**src/rtl/sbk_pkg.sv**
```systemverilog
// constants and types for the bank-0 special function register block
// Behaviour
// - shared core registers decode in every bank
// - upper program counter byte has no mapping
// - buffer feeds counter bits 12..8 on load
// - other resets load second reset column
// - unchanged bits keep, cause bits follow reset
// - unimplemented locations and bits read zero
package sbk_pkg;

    localparam int SBK_LOCS = 32;

    // register locations, byte address is four times these
    localparam logic [4:0] LOC_INDIRECT      = 5'h00;
    localparam logic [4:0] LOC_TIMER0_COUNT  = 5'h01;
    localparam logic [4:0] LOC_PC_LOW        = 5'h02;
    localparam logic [4:0] LOC_STATUS        = 5'h03;
    localparam logic [4:0] LOC_POINTER       = 5'h04;
    localparam logic [4:0] LOC_PORT_A        = 5'h05;
    localparam logic [4:0] LOC_PORT_B        = 5'h06;
    localparam logic [4:0] LOC_PORT_C        = 5'h07;
    localparam logic [4:0] LOC_PORT_D        = 5'h08;
    localparam logic [4:0] LOC_PORT_E        = 5'h09;
    localparam logic [4:0] LOC_PC_HIGH_BUF   = 5'h0a;
    localparam logic [4:0] LOC_INT_CONTROL   = 5'h0b;
    localparam logic [4:0] LOC_FLAGS_1       = 5'h0c;
    localparam logic [4:0] LOC_FLAGS_2       = 5'h0d;
    localparam logic [4:0] LOC_TIMER1_LOW    = 5'h0e;
    localparam logic [4:0] LOC_TIMER1_HIGH   = 5'h0f;
    localparam logic [4:0] LOC_TIMER1_CTRL   = 5'h10;
    localparam logic [4:0] LOC_TIMER2_COUNT  = 5'h11;
    localparam logic [4:0] LOC_TIMER2_CTRL   = 5'h12;
    localparam logic [4:0] LOC_SERIAL_BUF    = 5'h13;
    localparam logic [4:0] LOC_SERIAL_CTRL   = 5'h14;
    localparam logic [4:0] LOC_CCP1_LOW      = 5'h15;
    localparam logic [4:0] LOC_CCP1_HIGH     = 5'h16;
    localparam logic [4:0] LOC_CCP1_CTRL     = 5'h17;
    localparam logic [4:0] LOC_UART_RX_STAT  = 5'h18;
    localparam logic [4:0] LOC_UART_TX_DATA  = 5'h19;
    localparam logic [4:0] LOC_UART_RX_DATA  = 5'h1a;
    localparam logic [4:0] LOC_CCP2_LOW      = 5'h1b;
    localparam logic [4:0] LOC_CCP2_HIGH     = 5'h1c;
    localparam logic [4:0] LOC_CCP2_CTRL     = 5'h1d;
    localparam logic [4:0] LOC_ADC_RESULT    = 5'h1e;
    localparam logic [4:0] LOC_ADC_CTRL      = 5'h1f;

    // status field positions
    localparam int IND_BANK_BIT   = 7;
    localparam int UPPER_BANK_BIT = 6;
    localparam int LOWER_BANK_BIT = 5;
    localparam int TIMEOUT_BIT    = 4;
    localparam int POWERDOWN_BIT  = 3;

    localparam int PC_W  = 13;
    localparam int BUF_W = 5;

    // power-up value of status; every other location powers up zero
    localparam logic [7:0] STATUS_POR = 8'h18;

    // locations visible from any bank
    localparam logic [31:0] SBK_SHARED = 32'h00000c1d;

    // implemented bits per location, indexed by location
    localparam logic [0:31][7:0] SBK_RD_MASK = {
        8'hff, 8'hff, 8'hff, 8'hff, 8'hff, 8'h3f, 8'hff, 8'hff,
        8'hff, 8'h07, 8'h1f, 8'hff, 8'hff, 8'h01, 8'hff, 8'hff,
        8'h3f, 8'hff, 8'h7f, 8'hff, 8'hff, 8'hff, 8'hff, 8'h3f,
        8'hf7, 8'hff, 8'hff, 8'hff, 8'hff, 8'h3f, 8'hff, 8'hfd};

    // bits stored from a bus write
    localparam logic [0:31][7:0] SBK_WR_MASK = {
        8'h00, 8'hff, 8'h00, 8'he7, 8'hff, 8'h3f, 8'hff, 8'hff,
        8'hff, 8'h07, 8'h1f, 8'hff, 8'hff, 8'h01, 8'hff, 8'hff,
        8'h3f, 8'hff, 8'h7f, 8'hff, 8'hff, 8'hff, 8'hff, 8'h3f,
        8'hf7, 8'hff, 8'h00, 8'hff, 8'hff, 8'h3f, 8'h00, 8'hfd};

    // bits left unchanged by a non-power-up reset
    localparam logic [0:31][7:0] SBK_KEEP_MASK = {
        8'h00, 8'hff, 8'h00, 8'h07, 8'hff, 8'h10, 8'hff, 8'hff,
        8'hff, 8'h07, 8'h00, 8'h01, 8'h00, 8'h00, 8'hff, 8'hff,
        8'h3f, 8'h00, 8'h00, 8'hff, 8'h00, 8'hff, 8'hff, 8'h00,
        8'h00, 8'h00, 8'h00, 8'hff, 8'hff, 8'h00, 8'hff, 8'h00};

    // indirect data memory access toward the core
    typedef struct packed {
        logic       we;
        logic [8:0] addr;
        logic [7:0] wdata;
    } sbk_ind_t;

    // bus data phase held from the address phase
    typedef struct packed {
        logic       wr;
        logic       rd;
        logic       map;
        logic [4:0] loc;
    } sbk_dph_t;

endpackage : sbk_pkg

```
**src/rtl/sbk_regs.sv**
```systemverilog
// bank-0 special function register block behind an ahb-lite slave
//
// Register access over AHB-Lite was decided locally.
`timescale 1ns/100ps
module sbk_regs
    import sbk_pkg::*;
#(
    parameter int ADDR_W = 12
) (
    input  wire logic                    hclk,
    input  wire logic                    hresetn,
    input  wire logic                    hsel,
    input  wire logic [ADDR_W-1:0]       haddr,
    input  wire logic [1:0]              htrans,
    input  wire logic                    hwrite,
    input  wire logic [2:0]              hsize,
    input  wire logic [31:0]             hwdata,
    input  wire logic                    hready,
    output logic                         hreadyout,
    output logic                         hresp,
    output logic [31:0]                  hrdata,
    input  wire logic                    soft_reset,
    input  wire logic                    soft_reset_timeout,
    input  wire logic                    soft_reset_powerdown,
    input  wire logic                    pc_step,
    output logic [PC_W-1:0]              pc_value,
    output sbk_ind_t                     indirect,
    input  wire logic [7:0]              indirect_rdata,
    input  wire logic [4:0][7:0]         port_pins,
    input  wire logic [7:0]              rx_data_in,
    input  wire logic [7:0]              adc_result_in,
    input  wire logic [8:0]              flag_set,
    output logic [0:31][7:0]             sfr_image
);

    // the top address bits must exist above the location field
    generate
        if (ADDR_W < 8) begin : g_bad_width
            $error("sbk_regs: ADDR_W must be at least 8");
        end
    endgenerate

    logic [0:31][7:0] regs;          // register storage
    logic [PC_W-1:0]  pc;            // full program counter
    sbk_dph_t         dph;           // pending data phase
    logic [4:0][7:0]  pin_meta;      // first sync stage
    logic [4:0][7:0]  pin_sync;      // second sync stage
    logic             ind_we;        // indirect write pulse
    logic [7:0]       ind_wdata;     // indirect write data
    logic [7:0]       rd_byte;       // selected read byte
    logic [7:0]       next_flags_1;  // peripheral flags after write
    logic             next_flags_2;  // second flag after write

    // address and data phase decode
    logic             a_valid;       // transfer offered and taken
    logic [4:0]       a_loc;         // location within bank
    logic [1:0]       bank;          // current direct bank
    logic             a_map;         // location exists here
    logic             wr_now;        // write completes this cycle
    logic             wr_pcl;        // low counter byte written
    logic             ptr_zero;      // pointer aims at itself

    // always ready, always okay: every access ends in one cycle
    assign hreadyout = 1'b1;
    assign hresp     = 1'b0;

    assign a_valid = hsel && hready && htrans[1];
    // low address bits pick one of 32 slots in the bank
    assign a_loc   = haddr[6:2];
    // both bank bits take part; rp1 stays clear on small parts
    assign bank    = {regs[LOC_STATUS][UPPER_BANK_BIT],
                      regs[LOC_STATUS][LOWER_BANK_BIT]};

    // shared core registers answer in every bank
    // other banks are not held here, so they read as empty
    assign a_map = (haddr[ADDR_W-1:7] == '0)
                && (haddr[1:0] == 2'b00)
                && ((bank == 2'b00) || SBK_SHARED[a_loc]);

    assign wr_now   = dph.wr && dph.map && !soft_reset;
    assign wr_pcl   = wr_now && (dph.loc == LOC_PC_LOW);
    assign ptr_zero = ({regs[LOC_STATUS][IND_BANK_BIT],
                        regs[LOC_POINTER]} == 9'h000);

    // capture the address phase for the following data phase
    always_ff @(posedge hclk or negedge hresetn) begin
        if (!hresetn) begin
            dph <= '0;
        end else if (hready) begin
            dph.wr  <= a_valid && hwrite;
            dph.rd  <= a_valid && !hwrite;
            dph.map <= a_map;
            dph.loc <= a_loc;
        end
    end

    // port pins come from outside; two stages before any use
    always_ff @(posedge hclk or negedge hresetn) begin
        if (!hresetn) begin
            pin_meta <= '0;
            pin_sync <= '0;
        end else begin
            pin_meta <= port_pins;
            pin_sync <= pin_meta;
        end
    end

    // flag registers: hardware set wins over a software clear
    always_comb begin
        next_flags_1 = regs[LOC_FLAGS_1];
        next_flags_2 = regs[LOC_FLAGS_2][0];
        if (wr_now && (dph.loc == LOC_FLAGS_1)) begin
            next_flags_1 = hwdata[7:0];
        end
        if (wr_now && (dph.loc == LOC_FLAGS_2)) begin
            next_flags_2 = hwdata[0];
        end
        next_flags_1 = next_flags_1 | flag_set[7:0];
        next_flags_2 = next_flags_2 | flag_set[8];
    end

    // register storage, two reset columns and bus writes
    always_ff @(posedge hclk or negedge hresetn) begin
        if (!hresetn) begin
            // power-up column; unknown bits settle at zero
            for (int i = 0; i < SBK_LOCS; i++) begin
                regs[i] <= 8'h00;
            end
            regs[LOC_STATUS] <= STATUS_POR;
        end else if (soft_reset) begin
            // second column: clear all but the unchanged bits
            for (int i = 0; i < SBK_LOCS; i++) begin
                regs[i] <= regs[i] & SBK_KEEP_MASK[i];
            end
            // cause bits follow the kind of reset
            regs[LOC_STATUS][TIMEOUT_BIT]   <= soft_reset_timeout;
            regs[LOC_STATUS][POWERDOWN_BIT] <= soft_reset_powerdown;
        end else begin
            // only implemented, writable bits take bus data
            if (wr_now) begin
                regs[dph.loc] <= (regs[dph.loc] & ~SBK_WR_MASK[dph.loc])
                               | (hwdata[7:0] & SBK_WR_MASK[dph.loc]);
            end
            // later assignment wins for the flag locations
            regs[LOC_FLAGS_1] <= next_flags_1;
            regs[LOC_FLAGS_2] <= {7'h00, next_flags_2};
        end
    end

    // program counter; upper byte never reached by the bus
    always_ff @(posedge hclk or negedge hresetn) begin
        if (!hresetn) begin
            pc <= '0;
        end else if (soft_reset) begin
            pc <= '0;
        end else if (wr_pcl) begin
            // buffer moves into bits 12..8 only on a load
            pc <= {regs[LOC_PC_HIGH_BUF][BUF_W-1:0], hwdata[7:0]};
        end else if (pc_step) begin
            pc <= pc + 13'h0001;
        end
    end

    // indirect writes go to data memory, not to a register
    always_ff @(posedge hclk or negedge hresetn) begin
        if (!hresetn) begin
            ind_we    <= 1'b0;
            ind_wdata <= 8'h00;
        end else begin
            // the pointer aiming at itself makes the write a no-op
            ind_we <= wr_now && (dph.loc == LOC_INDIRECT) && !ptr_zero;
            if (wr_now && (dph.loc == LOC_INDIRECT)) begin
                ind_wdata <= hwdata[7:0];
            end
        end
    end

    assign indirect.we    = ind_we;
    assign indirect.addr  = {regs[LOC_STATUS][IND_BANK_BIT],
                             regs[LOC_POINTER]};
    assign indirect.wdata = ind_wdata;

    // read mux; runs in the data phase so a write just before shows
    always_comb begin
        rd_byte = 8'h00;
        if (dph.rd && dph.map) begin
            case (dph.loc)
                // indirect read through the pointer, zero on itself
                LOC_INDIRECT: begin
                    rd_byte = ptr_zero ? 8'h00 : indirect_rdata;
                end
                LOC_PC_LOW: begin
                    rd_byte = pc[7:0];
                end
                // ports read the pins, not the latch
                LOC_PORT_A: begin
                    rd_byte = pin_sync[0];
                end
                LOC_PORT_B: begin
                    rd_byte = pin_sync[1];
                end
                LOC_PORT_C: begin
                    rd_byte = pin_sync[2];
                end
                LOC_PORT_D: begin
                    rd_byte = pin_sync[3];
                end
                LOC_PORT_E: begin
                    rd_byte = pin_sync[4];
                end
                // transmit data is write only
                LOC_UART_TX_DATA: begin
                    rd_byte = 8'h00;
                end
                LOC_UART_RX_DATA: begin
                    rd_byte = rx_data_in;
                end
                LOC_ADC_RESULT: begin
                    rd_byte = adc_result_in;
                end
                default: begin
                    rd_byte = regs[dph.loc];
                end
            endcase
            // missing bit positions read zero
            rd_byte = rd_byte & SBK_RD_MASK[dph.loc];
        end
    end

    // upper lanes are never implemented
    assign hrdata    = {24'h000000, rd_byte};
    assign pc_value  = pc;
    assign sfr_image = regs;

    // checks kept beside the logic they watch

    chk_shared_decode:
    assert property (@(posedge hclk) disable iff (!hresetn)
        (a_valid && hwrite && a_map && (bank != 2'b00)
         && (a_loc == LOC_PC_HIGH_BUF)) ##1 !soft_reset
        |=> regs[LOC_PC_HIGH_BUF][4:0] == $past(hwdata[4:0]))
    else $error("shared buffer not written from other bank");

    chk_bank_decode:
    assert property (@(posedge hclk) disable iff (!hresetn)
        (a_valid && hwrite && (bank != 2'b00)
         && (a_loc == LOC_TIMER2_COUNT)) ##1 !soft_reset
        |=> regs[LOC_TIMER2_COUNT] == $past(regs[LOC_TIMER2_COUNT]))
    else $error("bank-0 register written from another bank");

    chk_pc_high_hidden:
    assert property (@(posedge hclk) disable iff (!hresetn)
        (!wr_pcl && !pc_step && !soft_reset)
        |=> $stable(pc_value[12:8]))
    else $error("upper counter bits moved without a load");

    chk_buffer_load:
    assert property (@(posedge hclk) disable iff (!hresetn)
        wr_pcl |=> pc_value == {$past(regs[LOC_PC_HIGH_BUF][4:0]),
                                $past(hwdata[7:0])})
    else $error("counter load did not take the buffer");

    chk_soft_reset_vals:
    assert property (@(posedge hclk) disable iff (!hresetn)
        soft_reset |=> (pc_value == 13'h0000)
                    && (regs[LOC_PC_HIGH_BUF] == 8'h00)
                    && (regs[LOC_STATUS][7:5] == 3'b000)
                    && (regs[LOC_TIMER2_CTRL] == 8'h00))
    else $error("second reset column not applied");

    chk_keep_bits:
    assert property (@(posedge hclk) disable iff (!hresetn)
        soft_reset |=> (regs[LOC_POINTER] == $past(regs[LOC_POINTER]))
            && (regs[LOC_STATUS][TIMEOUT_BIT]
                == $past(soft_reset_timeout))
            && (regs[LOC_STATUS][2:0] == $past(regs[LOC_STATUS][2:0])))
    else $error("reset lost a kept bit or a cause bit");

    chk_unmapped_zero:
    assert property (@(posedge hclk) disable iff (!hresetn)
        (dph.rd && !dph.map) |-> hrdata == 32'h00000000)
    else $error("unmapped read returned data");

    chk_unimpl_bits:
    assert property (@(posedge hclk) disable iff (!hresetn)
        dph.rd |-> ((hrdata[7:0] & ~SBK_RD_MASK[dph.loc]) == 8'h00)
                && (hrdata[31:8] == 24'h000000))
    else $error("unimplemented bit read as one");

    chk_flag_set_wins:
    assert property (@(posedge hclk) disable iff (!hresetn)
        (flag_set[0] && !soft_reset) |=> regs[LOC_FLAGS_1][0])
    else $error("flag set lost against a clear");

endmodule : sbk_regs

```
**config.mk**
```make
export PLATFORM = sky130hd
export DESIGN_NAME = sbk_regs
export DESIGN_NICKNAME = d
export VERILOG_FILES = /design/src/rtl/sbk_pkg.sv /design/src/rtl/sbk_regs.sv
export SDC_FILE = /design/constraint.sdc
export NUM_CORES = 1
export LEC_CHECK = 0
export ABC_AREA = 1
export BUFFER_PORTS_ARGS = -buffer_cell sky130_fd_sc_hd__buf_4
export CAP_MARGIN = 25
export CORE_MARGIN = 2
export CORE_UTILIZATION = 49
export DETAILED_ROUTE_END_ITERATION = 10
export PLACE_DENSITY = 0.77
export SETUP_SLACK_MARGIN = 0.15
export SYNTH_ARGS = -nofsm -noshare
export SYNTH_HDL_FRONTEND = slang
export SYNTH_SLANG_ARGS = --single-unit
```
**constraint.sdc**
```tcl
create_clock -name hclk -period 2.7 [get_ports hclk]
set_input_delay 0.54 -clock hclk [delete_from_list [all_inputs] [get_ports hclk]]
set_output_delay 0.54 -clock hclk [all_outputs]
set_load 0.01 [all_outputs]
```
==> flow_metrics.env <==
export IMPL_maxCapViolCount=0
export IMPL_fp_dieH_um=197.7
export IMPL_clk_path_buf_depth=3
export IMPL_critPathKind="register to output pin"
export IMPL_cts_buffers=39
export IMPL_cts_root_buf="clkbuf_16"
export IMPL_slew_headroom_pct=26.40
export IMPL_p_int_mw=9.616
export IMPL_setup_viol=8
export IMPL_yosys_top_cells_area="dfrtp_1 49%, nand2_1 22%, nand3_1 10%"
export IMPL_crit_path_end_kind="output pin"
export IMPL_cp_max_fo=8
export IMPL_synth_area_mm2=0.01839
export IMPL_rsz0062_at_grt="yes"
export IMPL_synthDominantCellAreaShare_pct=48.58
export IMPL_synth_area_per_cell_um2=7.234
export IMPL_finalWirelength_mm=73.07
export IMPL_fin_ws_ns=-0.3736
export IMPL_slew_violations=0
export IMPL_finalNetCount=3127
export IMPL_vias=19530
export IMPL_cts_reportedPaths_clkPinSlew_ns=0.07
export IMPL_cp_slowest_cell="dfrtp_4"
export IMPL_critPathMostFrequentCell="nand2_2"
export IMPL_path_cells="buf_8, buf_8, buf_12, buf_16, nand2_1, nand3_1, nand2_1, nand2_2, nand2_2, nor2_4, nand2_2, nor2_2, nor2_1, buf_4"
export IMPL_holdCritPathClass="input port to register"
export IMPL_critPathRequiredTime_ns=2.16
export IMPL_outcome="finished, violations left"
export IMPL_post_route_min_period_ns=3.074
export IMPL_portBuffers=390
export IMPL_critPathLaunchType="register"
export IMPL_first_pass_iters=6
export IMPL_die_w_um=197.7
export IMPL_final_core_util_pct=66.65
export IMPL_power_frac_seq_pct=40.7
export IMPL_fin_skew_ns=0.01253
export IMPL_grt_usage_pct=36.90
export IMPL_max_stage_delay_ns=0.54
export IMPL_yosysSeqAreaShare_pct=48.87
export IMPL_drive_gt1_share_pct=25.09
export IMPL_finalHoldViolations=0
export IMPL_ys_ff_latch=359
export IMPL_max_freq_mhz=325.4
export IMPL_avgRoutedWirePerCell_um=20.94
export IMPL_cts_tree="done"
export IMPL_synthDistinctLibCells=37
export IMPL_dieArea_mm2=0.03909
export IMPL_worst_pin_slew_ns=1.104
export IMPL_period_share_pct=113.8
export IMPL_switching_power_mw=4.023
export IMPL_vdd_drop_max_mv=0.5608
export IMPL_holdWs_ns=0.09321
export IMPL_clkPwrFrac_pct=41.3
export IMPL_violations="negative setup slack"
export IMPL_ioPinCount=452
export IMPL_placed_area_mm2=0.02231
export IMPL_power_mw=13.64
export IMPL_p_per_area_mw_per_mm2=556.3
export IMPL_place_ws_ns=0.03492
export IMPL_antenna_found_initial=3
export IMPL_antenna_left=0
export IMPL_initial_core_util_pct=49.99
export IMPL_grt_start_max_net_pins=74
export IMPL_viasPerCell=5.597
export IMPL_combPwrFrac_pct=18.0
export IMPL_yosysWarningCount=0
export IMPL_grt_overflow_total=0
export IMPL_areaGrowthSynthToFinish_pct=33.34
export IMPL_post_dp_hpwl_mm=51.20
export IMPL_rows=70
export IMPL_sw_frac_of_total_pct=29.50
export IMPL_clock_sinks=359
export IMPL_place_congestion=0.9833
export IMPL_synthCells=2542
export IMPL_critPathArrivalTime_ns=2.53
export IMPL_drt_iter0_drc=2450
export IMPL_synth_top_area_cell="dfrtp_1"
export IMPL_final_cell_area_mm2=0.02452
export IMPL_clk_latency_ns=0.55
export IMPL_grt_pass1_wl_mm=107.9
export IMPL_first_global_vias=18460
export IMPL_core_mm2=0.03679
export IMPL_drc=0
export IMPL_leakage_nw=13.47
export IMPL_cts_max_level=2
[cells in the mapped netlist, drive strengths merged]
library cell  count
nand2          1077
nand3           377
dfrtp           357
inv             279
nor2            161
buf             115
o21ai            69
clkbuf           32
a21oi            20
o31ai             8
a31oi             7
nor3              6
o22ai             6
ha                5
nand4             5
xor2              5
conb              2
dfstp             2
o211ai            2
or2               2
a22o              1
clkinv            1
nor4              1
nor4b             1
o21a              1
[critical path, delay by kind of cell (launching register included)]
kind          cells  cell delay, ns
flops             1            0.54
simple gates      9            0.76
buf+inv           5            0.70
[timing repair]
action                                 CTS  global route
setup endpoints to repair                8             8
pin swaps                               44            36
buffers inserted                        14             3
gates cloned                             5             1
resized for setup                      136            54
endpoints found under the hold margin   46             0
hold buffers                             1             0
[final timing paths]
check,from,end,slack [ns],depth (start not counted)
setup / recovery,dph[0]$_DFFE_PN0P_,hrdata[3],-0.37,14
hold reg to reg,pin_meta[9]$_DFF_PN0_,pin_sync[9]$_DFF_PN0_,0.34,0
min in group asynchronous,hresetn,sfr_image[244]$_DFFE_PN0P_,0.54,2
max in group asynchronous,hresetn,dph[0]$_DFFE_PN0P_,1.36,3
setup reg to reg,dph[0]$_DFFE_PN0P_,sfr_image[51]$_DFFE_PN0P_,0.14,17
hold / removal,port_pins[20],pin_meta[20]$_DFF_PN0_,0.09,1
[metal layers]
metal	vias up	routed length (um)	share of wire, %	GRT usage (%)
met2	1452	32330	44	56.57
met1	9073	26640	36	47.67
met5	-	30	0.041	0
met4	4	4365	6.0	19.97
li1	8718	-	-	-
met3	286	9707	13	10.17
[cells by family after synthesis]
family / Yosys count / share of synthesized area [%]
simple gates: 1630 / 36.81
buf+inv: 427 / 10.34
flops: 359 / 48.87
compound gates: 114 / 3.361
xor+xnor: 5 / 0.2381
fa+ha+maj: 5 / 0.3402
other cells: 2 / 0.04084
[sequential cells by signal (all words and copies together) (netlist names)]
signal	cells
pin_meta	40
dph	8
pin_sync	40
indirect	9
ind_wdata	8
ind_we	1
sfr_image	240
pc_value	13
[stage by stage]
stage	cells	setup TNS [ns]
finish	3490	-2.626
global placement	3394	0
floorplan	2573	0
global route	3489	-3.196
CTS	3485	-2.269
detailed placement	3394	0
[power groups by stage]
| stage | Clock, mW | Combinational (mW) | Sequential [mW] |
|---|---|---|---|
| after global placement | 0 | 2.07 | 5.64 |
| after floorplan | 0 | 1.11 | 5.62 |
| after detailed placement | 0 | 2.09 | 5.64 |
| final | 5.63 | 2.46 | 5.55 |
| after CTS | 5.65 | 2.29 | 5.55 |
| after global routing | 5.86 | 2.56 | 5.55 |
[layout make-up]
cell class / instances / area [um^2]
Fill cell: 3053 / 12270
Sequential cell: 359 / 8994
Tap cell: 468 / 585.6
Timing Repair Buffer: 523 / 4419
Clock inverter: 16 / 201.4
Clock buffer: 55 / 1139
Multi-Input combinational cell: 1788 / 8107
Inverter: 280 / 1071
Antenna cell: 1 / 2.502
[layout by cell type, fill, tap and decap left out, types with 3 or more instances in the layout]
cell and n:
nand2_1 1008, buf_4 474, nand3_1 374, dfrtp_1 353
inv_1 260, nor2_1 96, nand2_2 60, o21ai_0 50
clkbuf_16 42, nor2_2 36, conb_1 33, nor2_4 29
buf_12 22, a21oi_1 20, o21ai_1 16, inv_2 15
buf_6 14, nand2_4 9, o31ai_1 8, clkbuf_1 8
a31oi_1 7, o22ai_1 6, clkbuf_8 6, clkinv_2 6
buf_8 6, nor3_1 5, xor2_1 5, buf_16 5
nand4_1 4, bufinv_16 4, inv_4 3, nand3_2 3
o21ai_2 3, ha_4 3, clkinv_4 3, dfrtp_2 3
Note: power is estimated with default switching activity, not from simulation.
